### config.mk
export PLATFORM = sky130hd
export DESIGN_NAME = tli_handler
export DESIGN_NICKNAME = d
export VERILOG_FILES = /design/src/tli_pkg.sv /design/src/tli_arbiter.sv /design/src/tli_handler.sv
export VERILOG_INCLUDE_DIRS = /design/src
export SDC_FILE = /design/constraint.sdc
export NUM_CORES = 1
export LEC_CHECK = 0
export BUFFER_PORTS_ARGS = -buffer_cell sky130_fd_sc_hd__buf_2
export CORE_MARGIN = 3
export CORE_UTILIZATION = 25
export CTS_CLUSTER_DIAMETER = 80
export DETAILED_ROUTE_END_ITERATION = 8
export HOLD_SLACK_MARGIN = 0.06
export PLACE_DENSITY = 0.4
export SKIP_CTS_REPAIR_TIMING = 1
export SLEW_MARGIN = 10
export SYNTH_ARGS = -nofsm -noshare
export SYNTH_HDL_FRONTEND = slang
export SYNTH_SLANG_ARGS = --single-unit
### constraint.sdc
create_clock -name mclk_i -period 4.7 [get_ports mclk_i]
set_input_delay 0.235 -clock mclk_i [delete_from_list [all_inputs] [get_ports mclk_i]]
set_output_delay 0.235 -clock mclk_i [all_outputs]
set_load 0.02 [all_outputs]
### src/tli_defines.svh
`ifndef TLI_DEFINES_SVH
`define TLI_DEFINES_SVH

// Source count and pending flag count (timer 2 high flag is the extra one).
`define TLI_NSRC         15
`define TLI_NFLAG        14
`define TLI_IDXW         4

// Register addresses.
`define TLI_ADDR_IE      8'hA8
`define TLI_ADDR_IP      8'hB8
`define TLI_ADDR_EIE     8'hE6
`define TLI_ADDR_EIP     8'hF6
`define TLI_ADDR_PENDL   8'hC0
`define TLI_ADDR_PENDH   8'hC1
`define TLI_ADDR_LINCTL  8'hC2
`define TLI_ADDR_STAT    8'hC3

// Reset values.
`define TLI_IE_RST       8'h00
`define TLI_IP_RST       7'h00
`define TLI_EIE_RST      8'h00
`define TLI_EIP_RST      8'h00
`define TLI_PEND_RST     14'h0000

// Field positions.
`define TLI_IE_GLOBAL    7
`define TLI_IP_UNUSED    1'b1
`define TLI_LIN_CLR_BIT  3
`define TLI_SRC_T2       5
`define TLI_SRC_LIN      12
`define TLI_SRC_DROP     13
`define TLI_SRC_MATCH    14
`define TLI_FLAG_T2H     13
`define TLI_PENDH_LIN    4
`define TLI_PENDH_T2H    5
`define TLI_N_AUTOCLR    4'h4

// Vector layout: base of the first source, spacing of 8 bytes.
`define TLI_VEC_BASE     16'h0003
`define TLI_VEC_SHIFT    3

`endif

### src/tli_pkg.sv
package tli_pkg;

  typedef enum logic [2:0] {
    TLI_IDLE  = 3'h0,
    TLI_CALL1 = 3'h1,
    TLI_CALL2 = 3'h3,
    TLI_CALL3 = 3'h2,
    TLI_CALL4 = 3'h6
  } tli_state_type;

endpackage : tli_pkg

### src/tli_arbiter.sv
`timescale 1ns/1ps
`include "tli_defines.svh"

module tli_arbiter
  import tli_pkg::*;
(
  input  wire logic [`TLI_NSRC-1:0] req_i,
  input  wire logic [`TLI_NSRC-1:0] high_i,
  output logic                      valid_o,
  output logic [`TLI_IDXW-1:0]      idx_o,
  output logic                      high_o
);

  logic [`TLI_NSRC-1:0] hi_req;
  logic [`TLI_NSRC-1:0] pick;

  // High level wins; within a level the lowest order number wins.
  always_comb begin
    hi_req  = req_i & high_i;
    high_o  = |hi_req;
    pick    = high_o ? hi_req : req_i;
    valid_o = |req_i;
    idx_o   = '0;
    for (int i = `TLI_NSRC - 1; i >= 0; i--) begin
      if (pick[i]) begin
        idx_o = `TLI_IDXW'(i);
      end
    end
  end

endmodule : tli_arbiter

### src/tli_handler.sv
// Local design decision: the address-and-strobe port.
`timescale 1ns/1ps
`include "tli_defines.svh"

// Notes on behaviour
// - Fifteen sources, each with enable bit and priority bit; all but the live drop and match sources have a pending flag.
// - Software setting a pending flag requests exactly like hardware does.
// - Low level routines are preempted by high requests; high ones never.
// - Each source has its own priority bit, low after reset.
// - Simultaneous requests: high level is served before low level.
// - Equal level requests follow fixed order, external 0 first, port match last.
// - Vectors are 0x0003 plus 8 bytes per order step, up to 0x0073.
// - Pending requests are sampled and decoded every clock cycle.
// - Fastest response is one detect cycle plus four call cycles.
// - After a return instruction one more instruction runs before a call.
// - Worst response is 18 clocks: detect, return, divide, call.
// - A request waits while an equal or higher routine runs.
// - Global enable at bit 7 blocks all sources when zero.
// - Base enable bits 6 to 0 unmask the seven base sources.
// - Timer 2 enable unmasks both timer 2 overflow flags.
// - First four flags clear on vectoring; others need software clearing.
// - Flags set regardless of enables; a flag left set requests again.
// - Requests under global disable stay pending until enabled again.

module tli_handler
  import tli_pkg::*;
(
  input  wire logic                      mclk_i,
  input  wire logic                      resetn_i,
  input  wire logic [7:0]                addr_i,
  input  wire logic [7:0]                wdata_i,
  input  wire logic                      wr_i,
  input  wire logic                      rd_i,
  output logic      [7:0]                rdata_o,
  input  wire logic [`TLI_NFLAG-1:0]     flag_set_i,
  input  wire logic                      drop_live_i,
  input  wire logic                      match_live_i,
  input  wire logic                      instr_end_i,
  input  wire logic                      reti_i,
  output logic                           req_pending_o,
  output logic                           lcall_o,
  output logic      [15:0]               vector_o,
  output logic                           serv_high_o,
  output logic                           serv_low_o
);

  logic [7:0]            ie_ff;
  logic [7:0]            nxt_ie;
  logic [6:0]            ip_ff;
  logic [6:0]            nxt_ip;
  logic [7:0]            eie_ff;
  logic [7:0]            nxt_eie;
  logic [7:0]            eip_ff;
  logic [7:0]            nxt_eip;
  logic [`TLI_NFLAG-1:0] pend_ff;
  logic [`TLI_NFLAG-1:0] nxt_pend;
  logic [7:0]            rdata_ff;
  logic [7:0]            nxt_rdata;
  tli_state_type         state_ff;
  tli_state_type         nxt_state;
  logic [15:0]           vec_ff;
  logic [15:0]           nxt_vec;
  logic                  lvl_ff;
  logic                  nxt_lvl;
  logic                  ins_hi_ff;
  logic                  nxt_ins_hi;
  logic                  ins_lo_ff;
  logic                  nxt_ins_lo;

  logic [`TLI_NSRC-1:0]  src;
  logic [`TLI_NSRC-1:0]  en_v;
  logic [`TLI_NSRC-1:0]  pri_v;
  logic [`TLI_NSRC-1:0]  req;
  logic [`TLI_NSRC-1:0]  elig;
  logic                  arb_valid;
  logic [`TLI_IDXW-1:0]  arb_idx;
  logic                  arb_high;
  logic                  accept;

  // Per-source request line built from pending flags or live conditions.
  for (genvar g = 0; g < `TLI_NSRC; g++) begin : g_src
    if (g == `TLI_SRC_T2) begin : g_t2
      assign src[g] = pend_ff[g] | pend_ff[`TLI_FLAG_T2H];
    end else if (g == `TLI_SRC_DROP) begin : g_drop
      assign src[g] = drop_live_i;
    end else if (g == `TLI_SRC_MATCH) begin : g_match
      assign src[g] = match_live_i;
    end else begin : g_flag
      assign src[g] = pend_ff[g];
    end
  end

  assign en_v  = {eie_ff, ie_ff[6:0]};
  assign pri_v = {eip_ff, ip_ff};
  assign req   = src & en_v & {`TLI_NSRC{ie_ff[`TLI_IE_GLOBAL]}};
  // A running high routine blocks all; a running low one blocks low.
  assign elig  = (req & pri_v & {`TLI_NSRC{~ins_hi_ff}})
               | (req & ~pri_v & {`TLI_NSRC{~(ins_hi_ff | ins_lo_ff)}});

  tli_arbiter u_arb (
    .req_i   (elig),
    .high_i  (pri_v),
    .valid_o (arb_valid),
    .idx_o   (arb_idx),
    .high_o  (arb_high)
  );

  // Decoded every cycle; a call starts at an instruction end that is no return.
  assign accept = (state_ff == TLI_IDLE) && arb_valid && instr_end_i && !reti_i;

  // Register file and pending flags.
  always_comb begin
    nxt_ie    = ie_ff;
    nxt_ip    = ip_ff;
    nxt_eie   = eie_ff;
    nxt_eip   = eip_ff;
    nxt_pend  = pend_ff;
    nxt_rdata = 8'h00;
    if (wr_i) begin
      case (addr_i)
        `TLI_ADDR_IE:     nxt_ie  = wdata_i;
        `TLI_ADDR_IP:     nxt_ip  = wdata_i[6:0];
        `TLI_ADDR_EIE:    nxt_eie = wdata_i;
        `TLI_ADDR_EIP:    nxt_eip = wdata_i;
        `TLI_ADDR_PENDL:  nxt_pend[7:0] = wdata_i;
        `TLI_ADDR_PENDH: begin
          nxt_pend[11:8] = wdata_i[3:0];
          nxt_pend[`TLI_SRC_LIN] = pend_ff[`TLI_SRC_LIN] | wdata_i[`TLI_PENDH_LIN];
          nxt_pend[`TLI_FLAG_T2H] = wdata_i[`TLI_PENDH_T2H];
        end
        `TLI_ADDR_LINCTL: begin
          if (wdata_i[`TLI_LIN_CLR_BIT]) begin
            nxt_pend[`TLI_SRC_LIN] = 1'b0;
          end
        end
        default: ;
      endcase
    end
    if (accept && (arb_idx < `TLI_N_AUTOCLR)) begin
      nxt_pend[arb_idx] = 1'b0;
    end
    nxt_pend = nxt_pend | flag_set_i;
    if (rd_i) begin
      case (addr_i)
        `TLI_ADDR_IE:    nxt_rdata = ie_ff;
        `TLI_ADDR_IP:    nxt_rdata = {`TLI_IP_UNUSED, ip_ff};
        `TLI_ADDR_EIE:   nxt_rdata = eie_ff;
        `TLI_ADDR_EIP:   nxt_rdata = eip_ff;
        `TLI_ADDR_PENDL: nxt_rdata = pend_ff[7:0];
        `TLI_ADDR_PENDH: nxt_rdata = {2'h0, pend_ff[13:8]};
        `TLI_ADDR_STAT:  nxt_rdata = {5'h00, lcall_o, ins_hi_ff, ins_lo_ff};
        default:         nxt_rdata = 8'h00;
      endcase
    end
  end

  always_ff @(posedge mclk_i) begin
    if (!resetn_i) begin
      ie_ff    <= `TLI_IE_RST;
      ip_ff    <= `TLI_IP_RST;
      eie_ff   <= `TLI_EIE_RST;
      eip_ff   <= `TLI_EIP_RST;
      pend_ff  <= `TLI_PEND_RST;
      rdata_ff <= 8'h00;
    end else begin
      ie_ff    <= nxt_ie;
      ip_ff    <= nxt_ip;
      eie_ff   <= nxt_eie;
      eip_ff   <= nxt_eip;
      pend_ff  <= nxt_pend;
      rdata_ff <= nxt_rdata;
    end
  end

  // Call sequencer and in-service levels.
  always_comb begin
    nxt_state  = state_ff;
    nxt_vec    = vec_ff;
    nxt_lvl    = lvl_ff;
    nxt_ins_hi = ins_hi_ff;
    nxt_ins_lo = ins_lo_ff;
    if (reti_i) begin
      if (ins_hi_ff) begin
        nxt_ins_hi = 1'b0;
      end else begin
        nxt_ins_lo = 1'b0;
      end
    end
    case (state_ff)
      TLI_IDLE: begin
        if (accept) begin
          nxt_state = TLI_CALL1;
          nxt_vec   = `TLI_VEC_BASE + (16'(arb_idx) << `TLI_VEC_SHIFT);
          nxt_lvl   = arb_high;
        end
      end
      TLI_CALL1: nxt_state = TLI_CALL2;
      TLI_CALL2: nxt_state = TLI_CALL3;
      TLI_CALL3: nxt_state = TLI_CALL4;
      TLI_CALL4: begin
        nxt_state = TLI_IDLE;
        if (lvl_ff) begin
          nxt_ins_hi = 1'b1;
        end else begin
          nxt_ins_lo = 1'b1;
        end
      end
      default: nxt_state = TLI_IDLE;
    endcase
  end

  always_ff @(posedge mclk_i) begin
    if (!resetn_i) begin
      state_ff  <= TLI_IDLE;
      vec_ff    <= 16'h0000;
      lvl_ff    <= 1'b0;
      ins_hi_ff <= 1'b0;
      ins_lo_ff <= 1'b0;
    end else begin
      state_ff  <= nxt_state;
      vec_ff    <= nxt_vec;
      lvl_ff    <= nxt_lvl;
      ins_hi_ff <= nxt_ins_hi;
      ins_lo_ff <= nxt_ins_lo;
    end
  end

  assign rdata_o       = rdata_ff;
  assign req_pending_o = arb_valid;
  assign lcall_o       = (state_ff != TLI_IDLE);
  assign vector_o      = vec_ff;
  assign serv_high_o   = ins_hi_ff;
  assign serv_low_o    = ins_lo_ff;
endmodule : tli_handler

# [Word level (Yosys, flattened, before mapping)]
# Index checks and enable logic that the tools add are counted.
[totals] latch_bits=0 register_bits=75 input_bits=38 elab_cells=96 romBits=0 mem_bits_rw=0 mem_count=0 output_inout_bits=28
[classes] mul=0 eq_ne=13 n_reduce_logical=16 shifts=0 muxes=35 bitwise_logic=17 magnitude_cmp=3 n_div=0 add_sub_neg=1
[ops] op="15-bit bitwise AND" count=7
[ops] op="8-bit == test (second input constant)" count=8
[ops] op="4-bit 2-to-1 mux" count=16
[ops] op="8-bit one-hot mux with 7 select lines" count=1
[ops] op="15-bit OR reduction" count=2
[ops] op="14-bit 2-to-1 mux" count=2
[ops] op="15-bit 2-to-1 mux" count=1
[ops] op="15-bit inverter" count=1
[ops] op="15-bit OR" count=1
[ops] op="14-bit bitwise AND" count=1
[ops] op="14-bit inverter" count=1
[ops] op="14-bit OR" count=1
[ops] op="3-bit one-hot mux with 4 select lines" count=1
[ops] op="2-bit AND reduction" count=6
[ops] op="1-bit 2-to-1 mux" count=10
[ops] op="2-bit by 7-bit adder with 8-bit output (first input constant)" count=1
[ops] op="8-bit 2-to-1 mux" count=1
[ops] op="3-bit by 2-bit == test with 1-bit output (second input constant)" count=2
[ops] op="1-bit logical AND" count=5
[ops] op="4-bit by 5-bit < comparator with 1-bit output (second input constant)" count=1
[ops] op="1-bit demux with 4-bit select" count=1
[ops] op="4-bit by 1-bit greater-or-equal comparator with 1-bit output (second input constant)" count=1
[ops] op="4-bit by 3-bit < comparator with 1-bit output (second input constant)" count=1
[ops] op="3-bit by 1-bit == test with 1-bit output (second input constant)" count=1
[ops] op="9 further kinds" count=12

# [Logic depth before layout (Yosys ltp)]
[depth] word_depth=32 depth_mapped=9 mapped_depth_nobuf=8

# [By module]
# Synthesis repeated with hierarchy kept, for this count alone.
[hier_totals] cells_unflattened=461 hier_area_um2=3898.7
[by_module_without_submodules] module="tli_handler" cells_per_inst=383 instances=1 area_each_um2=3253.1 seq_area_each_um2=1281.2
[by_module_without_submodules] module="tli_arbiter" cells_per_inst=78 instances=1 area_each_um2=645.6 seq_area_each_um2=0.0

# [Worst setup path before layout]
# Ideal clock, no wire load.
[synth_path] kind="flip-flop to flip-flop" start="reg ins_hi_ff (netlist: serv_high_o)" end="reg pend_ff[2]" t_arrival_ns=2.414 path_stages_with_launch=10 required_time_ns=4.578 path_buffers=1 setup_slack_ns=2.164 setup_ns=0.122 synth_period_minus_slack_ns=2.536 path_cell_list="dfxtp_1 and4b_1 and2_4 buf_6 nor4_4 a21oi_2 o32a_1 a211oi_2 o21ai_2 o311a_1"
[synth_between] elab_chain_len=30 elab_cells_between_ends=39 cone_classes="order compare: 3; mux: 19; bitwise: 10; reduce/logical: 7"
[synth_lines] element="start, declared" line_no="tli_handler.sv:65" rtl="logic ins_hi_ff;"
[synth_lines] element="start signal, assigned" line_no="tli_handler.sv:223" rtl="ins_hi_ff <= nxt_ins_hi;"
[synth_lines] element="1-bit OR" line_no="tli_handler.sv:98" rtl="| (req & ~pri_v & {`TLI_NSRC{~(ins_hi_ff | ins_lo_ff)}});"
[synth_lines] element="1-bit inverter" line_no="tli_handler.sv:98"
[synth_lines] element="15-bit bitwise AND" line_no="tli_handler.sv:98"
[synth_lines] element="15-bit OR (*)" line_no="tli_handler.sv:97" rtl="assign elig = (req & pri_v & {`TLI_NSRC{~ins_hi_ff}})"
[synth_lines] element="15-bit bitwise AND" line_no="tli_arbiter.sv:19" rtl="hi_req = req_i & high_i;"
[synth_lines] element="15-bit OR reduction" line_no="tli_arbiter.sv:20" rtl="high_o = |hi_req;"
[synth_lines] element="15-bit 2-to-1 mux" line_no="tli_arbiter.sv:21" rtl="pick = high_o ? hi_req : req_i;"
[synth_lines] element="4-bit 2-to-1 mux (15 in a row)" line_no="tli_arbiter.sv:25" rtl="if (pick[i]) begin"
[synth_lines] element="4-bit by 5-bit < comparator with 1-bit output (not written as such) / 4-bit by 1-bit greater-or-equal comparator with 1-bit output (equally long branches)" line_no="tli_handler.sv:140" rtl="nxt_pend[arb_idx] = 1'b0;"
[synth_lines] element="1-bit logical AND (not written as such)" line_no="tli_handler.sv:140"
[synth_lines] element="1-bit 2-to-1 mux (not written as such)" line_no="tli_handler.sv:140"
[synth_lines] element="1-bit demux with 4-bit select" line_no="tli_handler.sv:140"
[synth_lines] element="14-bit inverter (no source line)"
[synth_lines] element="14-bit bitwise AND (no source line)"
[synth_lines] element="14-bit 2-to-1 mux (*)" line_no="tli_handler.sv:139" rtl="if (accept && (arb_idx < `TLI_N_AUTOCLR)) begin"
[synth_lines] element="14-bit OR (*)" line_no="tli_handler.sv:142" rtl="nxt_pend = nxt_pend | flag_set_i;"
[synth_lines] element="end signal, assigned" line_no="tli_handler.sv:163" rtl="pend_ff <= `TLI_PEND_RST;"
[synth_lines] element="end signal, assigned" line_no="tli_handler.sv:170" rtl="pend_ff <= nxt_pend;"
[synth_lines] element="end, declared" line_no="tli_handler.sv:55" rtl="logic [`TLI_NFLAG-1:0] pend_ff;"
# Every way passes the cells marked *; elsewhere a longest branch is shown, timed or not.
# A chain may end at the register's enable or synchronous reset.

# [Worst setup path in the final report]
# Same ends and word-level chain as after synthesis.

==> run_results.csv <==
group,metric,value,unit
status,status,"completed",
final_layout,drive_gt1_frac,0.180,
worst_setup_path,worst-path-buf-inv,0,
floorplan,fp.dieW,128,um
grt,grt_use_total,0.188,
yosys,ys_async_sr_fraction,0,
final_layout,final_cell_area,0.00442,mm^2
sta,setup-tns-final,0,ns
yosys,ys_warn_count,0,
yosys,netlist_top_cells_area,"dfxtp_1, a21oi_1, nand3_1",
worst_setup_path,crit_chain,"nand2b_1, nor3_4, nor4_4, a21oi_1, o311ai_2, nand2_1, a21o_1, o311a_1",
final_layout,syn2layout_area_growth,19.2,%
hold_path,whs_path_depth,3,
place,placed_area,0.00411,mm^2
worst_setup_path,cp-start-kind,"flip-flop",
detailed_routing,drc,0,
floorplan,row_count,43,
worst_setup_path,cpMaxStageDelayCell,"nand2b_1",
sta,rsz0062_at_grt,"no",
sta,fmax,292,MHz
worst_setup_path,reg2reg_slack,1.27,ns
yosys,avgSynthCellArea,7.69,um^2
yosys,syn_area,0.00371,mm^2
grt,grt_pass1_wl,23000,um
grt,gr-total-overflow,0,
detailed_routing,post_drt_wl_per_cell,21.3,um
yosys,synth_top_area_cell,"dfxtp_1",
worst_setup_path,r2r-end,"pend_ff[2]$_SDFF_PN0_",
hold_path,hp-class,"input port to flip-flop",
worst_setup_path,critPathKind,"flip-flop to flip-flop",
final_layout,final_cell_mix,"nand2_1, a21oi_1, dfxtp_1",
yosys,ys_dominant_reg_cell,"dfxtp_1",
sta,skew,0.00839,ns
floorplan,fp.dieArea,0.0163,mm^2
clock_network,cts.sink_count,64,
grt,grt_max_degree,51,
floorplan,core_area,0.0142,mm^2
final_layout,n_antenna_cell,0,
clock_network,numCtsBuffers,9,
run,drv_cap,0,
worst_setup_path,crit_arrival,3.65,ns
yosys,synth_enable_flop_cells,0,
place,post-dp-hpwl,11100,um
sta,tightest_slew,0.956,ns
clock_network,worstSkewPairLatency,0.34,ns
clock_network,path_clk_slew,0.05,ns
hold_path,worstHoldEndpoint,"pend_ff[9]$_SDFF_PN0_",
sta,finalHoldViolCount,0,
sta,slew_violations,0,
clock_network,cts_buffer_depth,2,
yosys,syn_inst,482,
floorplan,start_util,0.261,
worst_setup_path,critPathMaxStageDelay,0.75,ns
yosys,ys_ff_latch,64,
yosys,synth.distinct_cells,71,
sta,finalCritPeriodShare,0.729,
final_layout,final_nets,568,
worst_setup_path,reg2reg_from,"serv_high_o$_SDFF_PN0_",
worst_setup_path,worst-path-max-fanout,19,
detailed_routing,vias,3923,
power_and_ir_drop,leakagePower,1.68,nW
floorplan,die_y,128,um
clock_network,cts_root_buf,"clkbuf_16",
worst_setup_path,reg2reg_depth,8,
sta,finalSetupViolCount,0,
floorplan,num_io_pins,66,
detailed_routing,wirelength,15200,um
detailed_routing,viasPerCell,5.50,
final_layout,layout_commonest_cell,"nand2_1",
grt,antenna_found_initial,0,
yosys,ys_seq_area_frac,0.346,
place,place.gp.congestion,0.904,
power_and_ir_drop,powerDensity,322,mW/mm^2
worst_setup_path,critical_path.top_delay_family,"simple AND/OR/NAND/NOR gates",
worst_setup_path,endpoint_kind,"flip-flop",
detailed_routing,initialDrtViolationCount,363,
hold_path,worstHoldStart,"flag_set_i[9]",
clock_network,tritoncts,"done",
sta,max-slew-margin-rel,0.363,
yosys,synthDominantCellAreaShare,0.346,
power_and_ir_drop,vdd_ir_drop_max,0.144,mV
worst_setup_path,cp.required,4.92,ns
clock_network,htree_num_levels,3,
sta,holdWs,0.127,ns
detailed_routing,first_pass_iters,5,
grt,grt_pass1_vias,3778,
detailed_routing,ant_nets,0,
place,port_buffers,55,
sta,fin_crit,3.43,ns
power breakdown:
group          switching, mW  total, mW  internal, mW
sequential            0.0247      0.585         0.560
combinational         0.0782      0.119        0.0413
clock                  0.245      0.718         0.473
per-stage QoR:
stage / total power, mW / util / std cells / setup WS (ns)
2_1_floorplan: 0.664 / - / 491 / 2.16
3_3_place_gp: 0.715 / 0.289 / 699 / 1.24
3_5_place_dp: 0.717 / 0.289 / 699 / 1.30
4_1_cts: 1.44 / 0.311 / 713 / 1.29
5_1_grt: 1.48 / 0.311 / 713 / 1.02
6_report: 1.42 / 0.311 / 713 / 1.27
area by class of cell:
class / count / area [um^2]
Clock buffer: 11 / 243
Fill cell: 1590 / 9790
Multi-Input combinational cell: 374 / 2200
Timing Repair Buffer: 61 / 320
Inverter: 20 / 75.1
Sequential cell: 64 / 1280
Clock inverter: 3 / 67.6
Tap cell: 180 / 225
metal layers:
metal,track usage,wire length [um],vias to the layer above,part of all wire
met4,0.0605,366,0,0.024
met2,0.293,6970,161,0.46
met3,0.0500,1120,30,0.074
met1,0.253,6720,1882,0.44
li1,-,-,1850,-
met5,0,0,-,0
worst register-to-register path: stages (launching register included):
cell      delay (ns)
dfxtp_1         0.47
nand2b_1        0.75
nor3_4          0.21
nor4_4          0.64
a21oi_1         0.20
o311ai_2        0.38
nand2_1         0.18
a21o_1          0.20
o311a_1         0.28
kinds of logic (layout without fill, tap and decap cells):
family | Yosys count | in the layout | share of synthesized area
AND/OR/NAND/NOR | 206 | 206 | 0.289
AO/OA/AOI/OAI | 145 | 145 | 0.260
flip-flops | 64 | 64 | 0.346
buffers and inverters | 53 | 95 | 0.0685
multiplexers | 13 | 13 | 0.0358
other | 1 | 10 | 0.00101
how the worst max path moves through the flow:
stage                       endpoint              startpoint  cells past startpoint
2_1_floorplan  pend_ff[2]$_SDFF_PN0_  serv_high_o$_SDFF_PN0_                      9
3_3_place_gp   pend_ff[2]$_SDFF_PN0_  serv_high_o$_SDFF_PN0_                      8
3_5_place_dp   pend_ff[2]$_SDFF_PN0_  serv_high_o$_SDFF_PN0_                      8
4_1_cts        pend_ff[2]$_SDFF_PN0_  serv_high_o$_SDFF_PN0_                      8
5_1_grt        pend_ff[2]$_SDFF_PN0_  serv_high_o$_SDFF_PN0_                      8
6_report       pend_ff[2]$_SDFF_PN0_  serv_high_o$_SDFF_PN0_                      8
synthesized netlist by cell type, types with 8 or more instances:
cell      count
nand2b_1      9
a21oi_1      66
a22oi_1      18
mux2i_1      11
a31oi_1      13
buf_4        12
nor3_1        8
nor2_1       15
nand3_1      56
dfxtp_1      64
inv_1        19
nand2_1      71
clkbuf_1     18
state kept, by name, summed over array words and instances (netlist names):
name         count
eip_ff           8
serv_high_o      1
eie_ff           8
serv_low_o       1
rdata_o          8
pend_ff         14
state_ff         3
ie_ff            8
ip_ff            7
vector_o         5
lvl_ff           1
(Power assumes the default switching activity.)
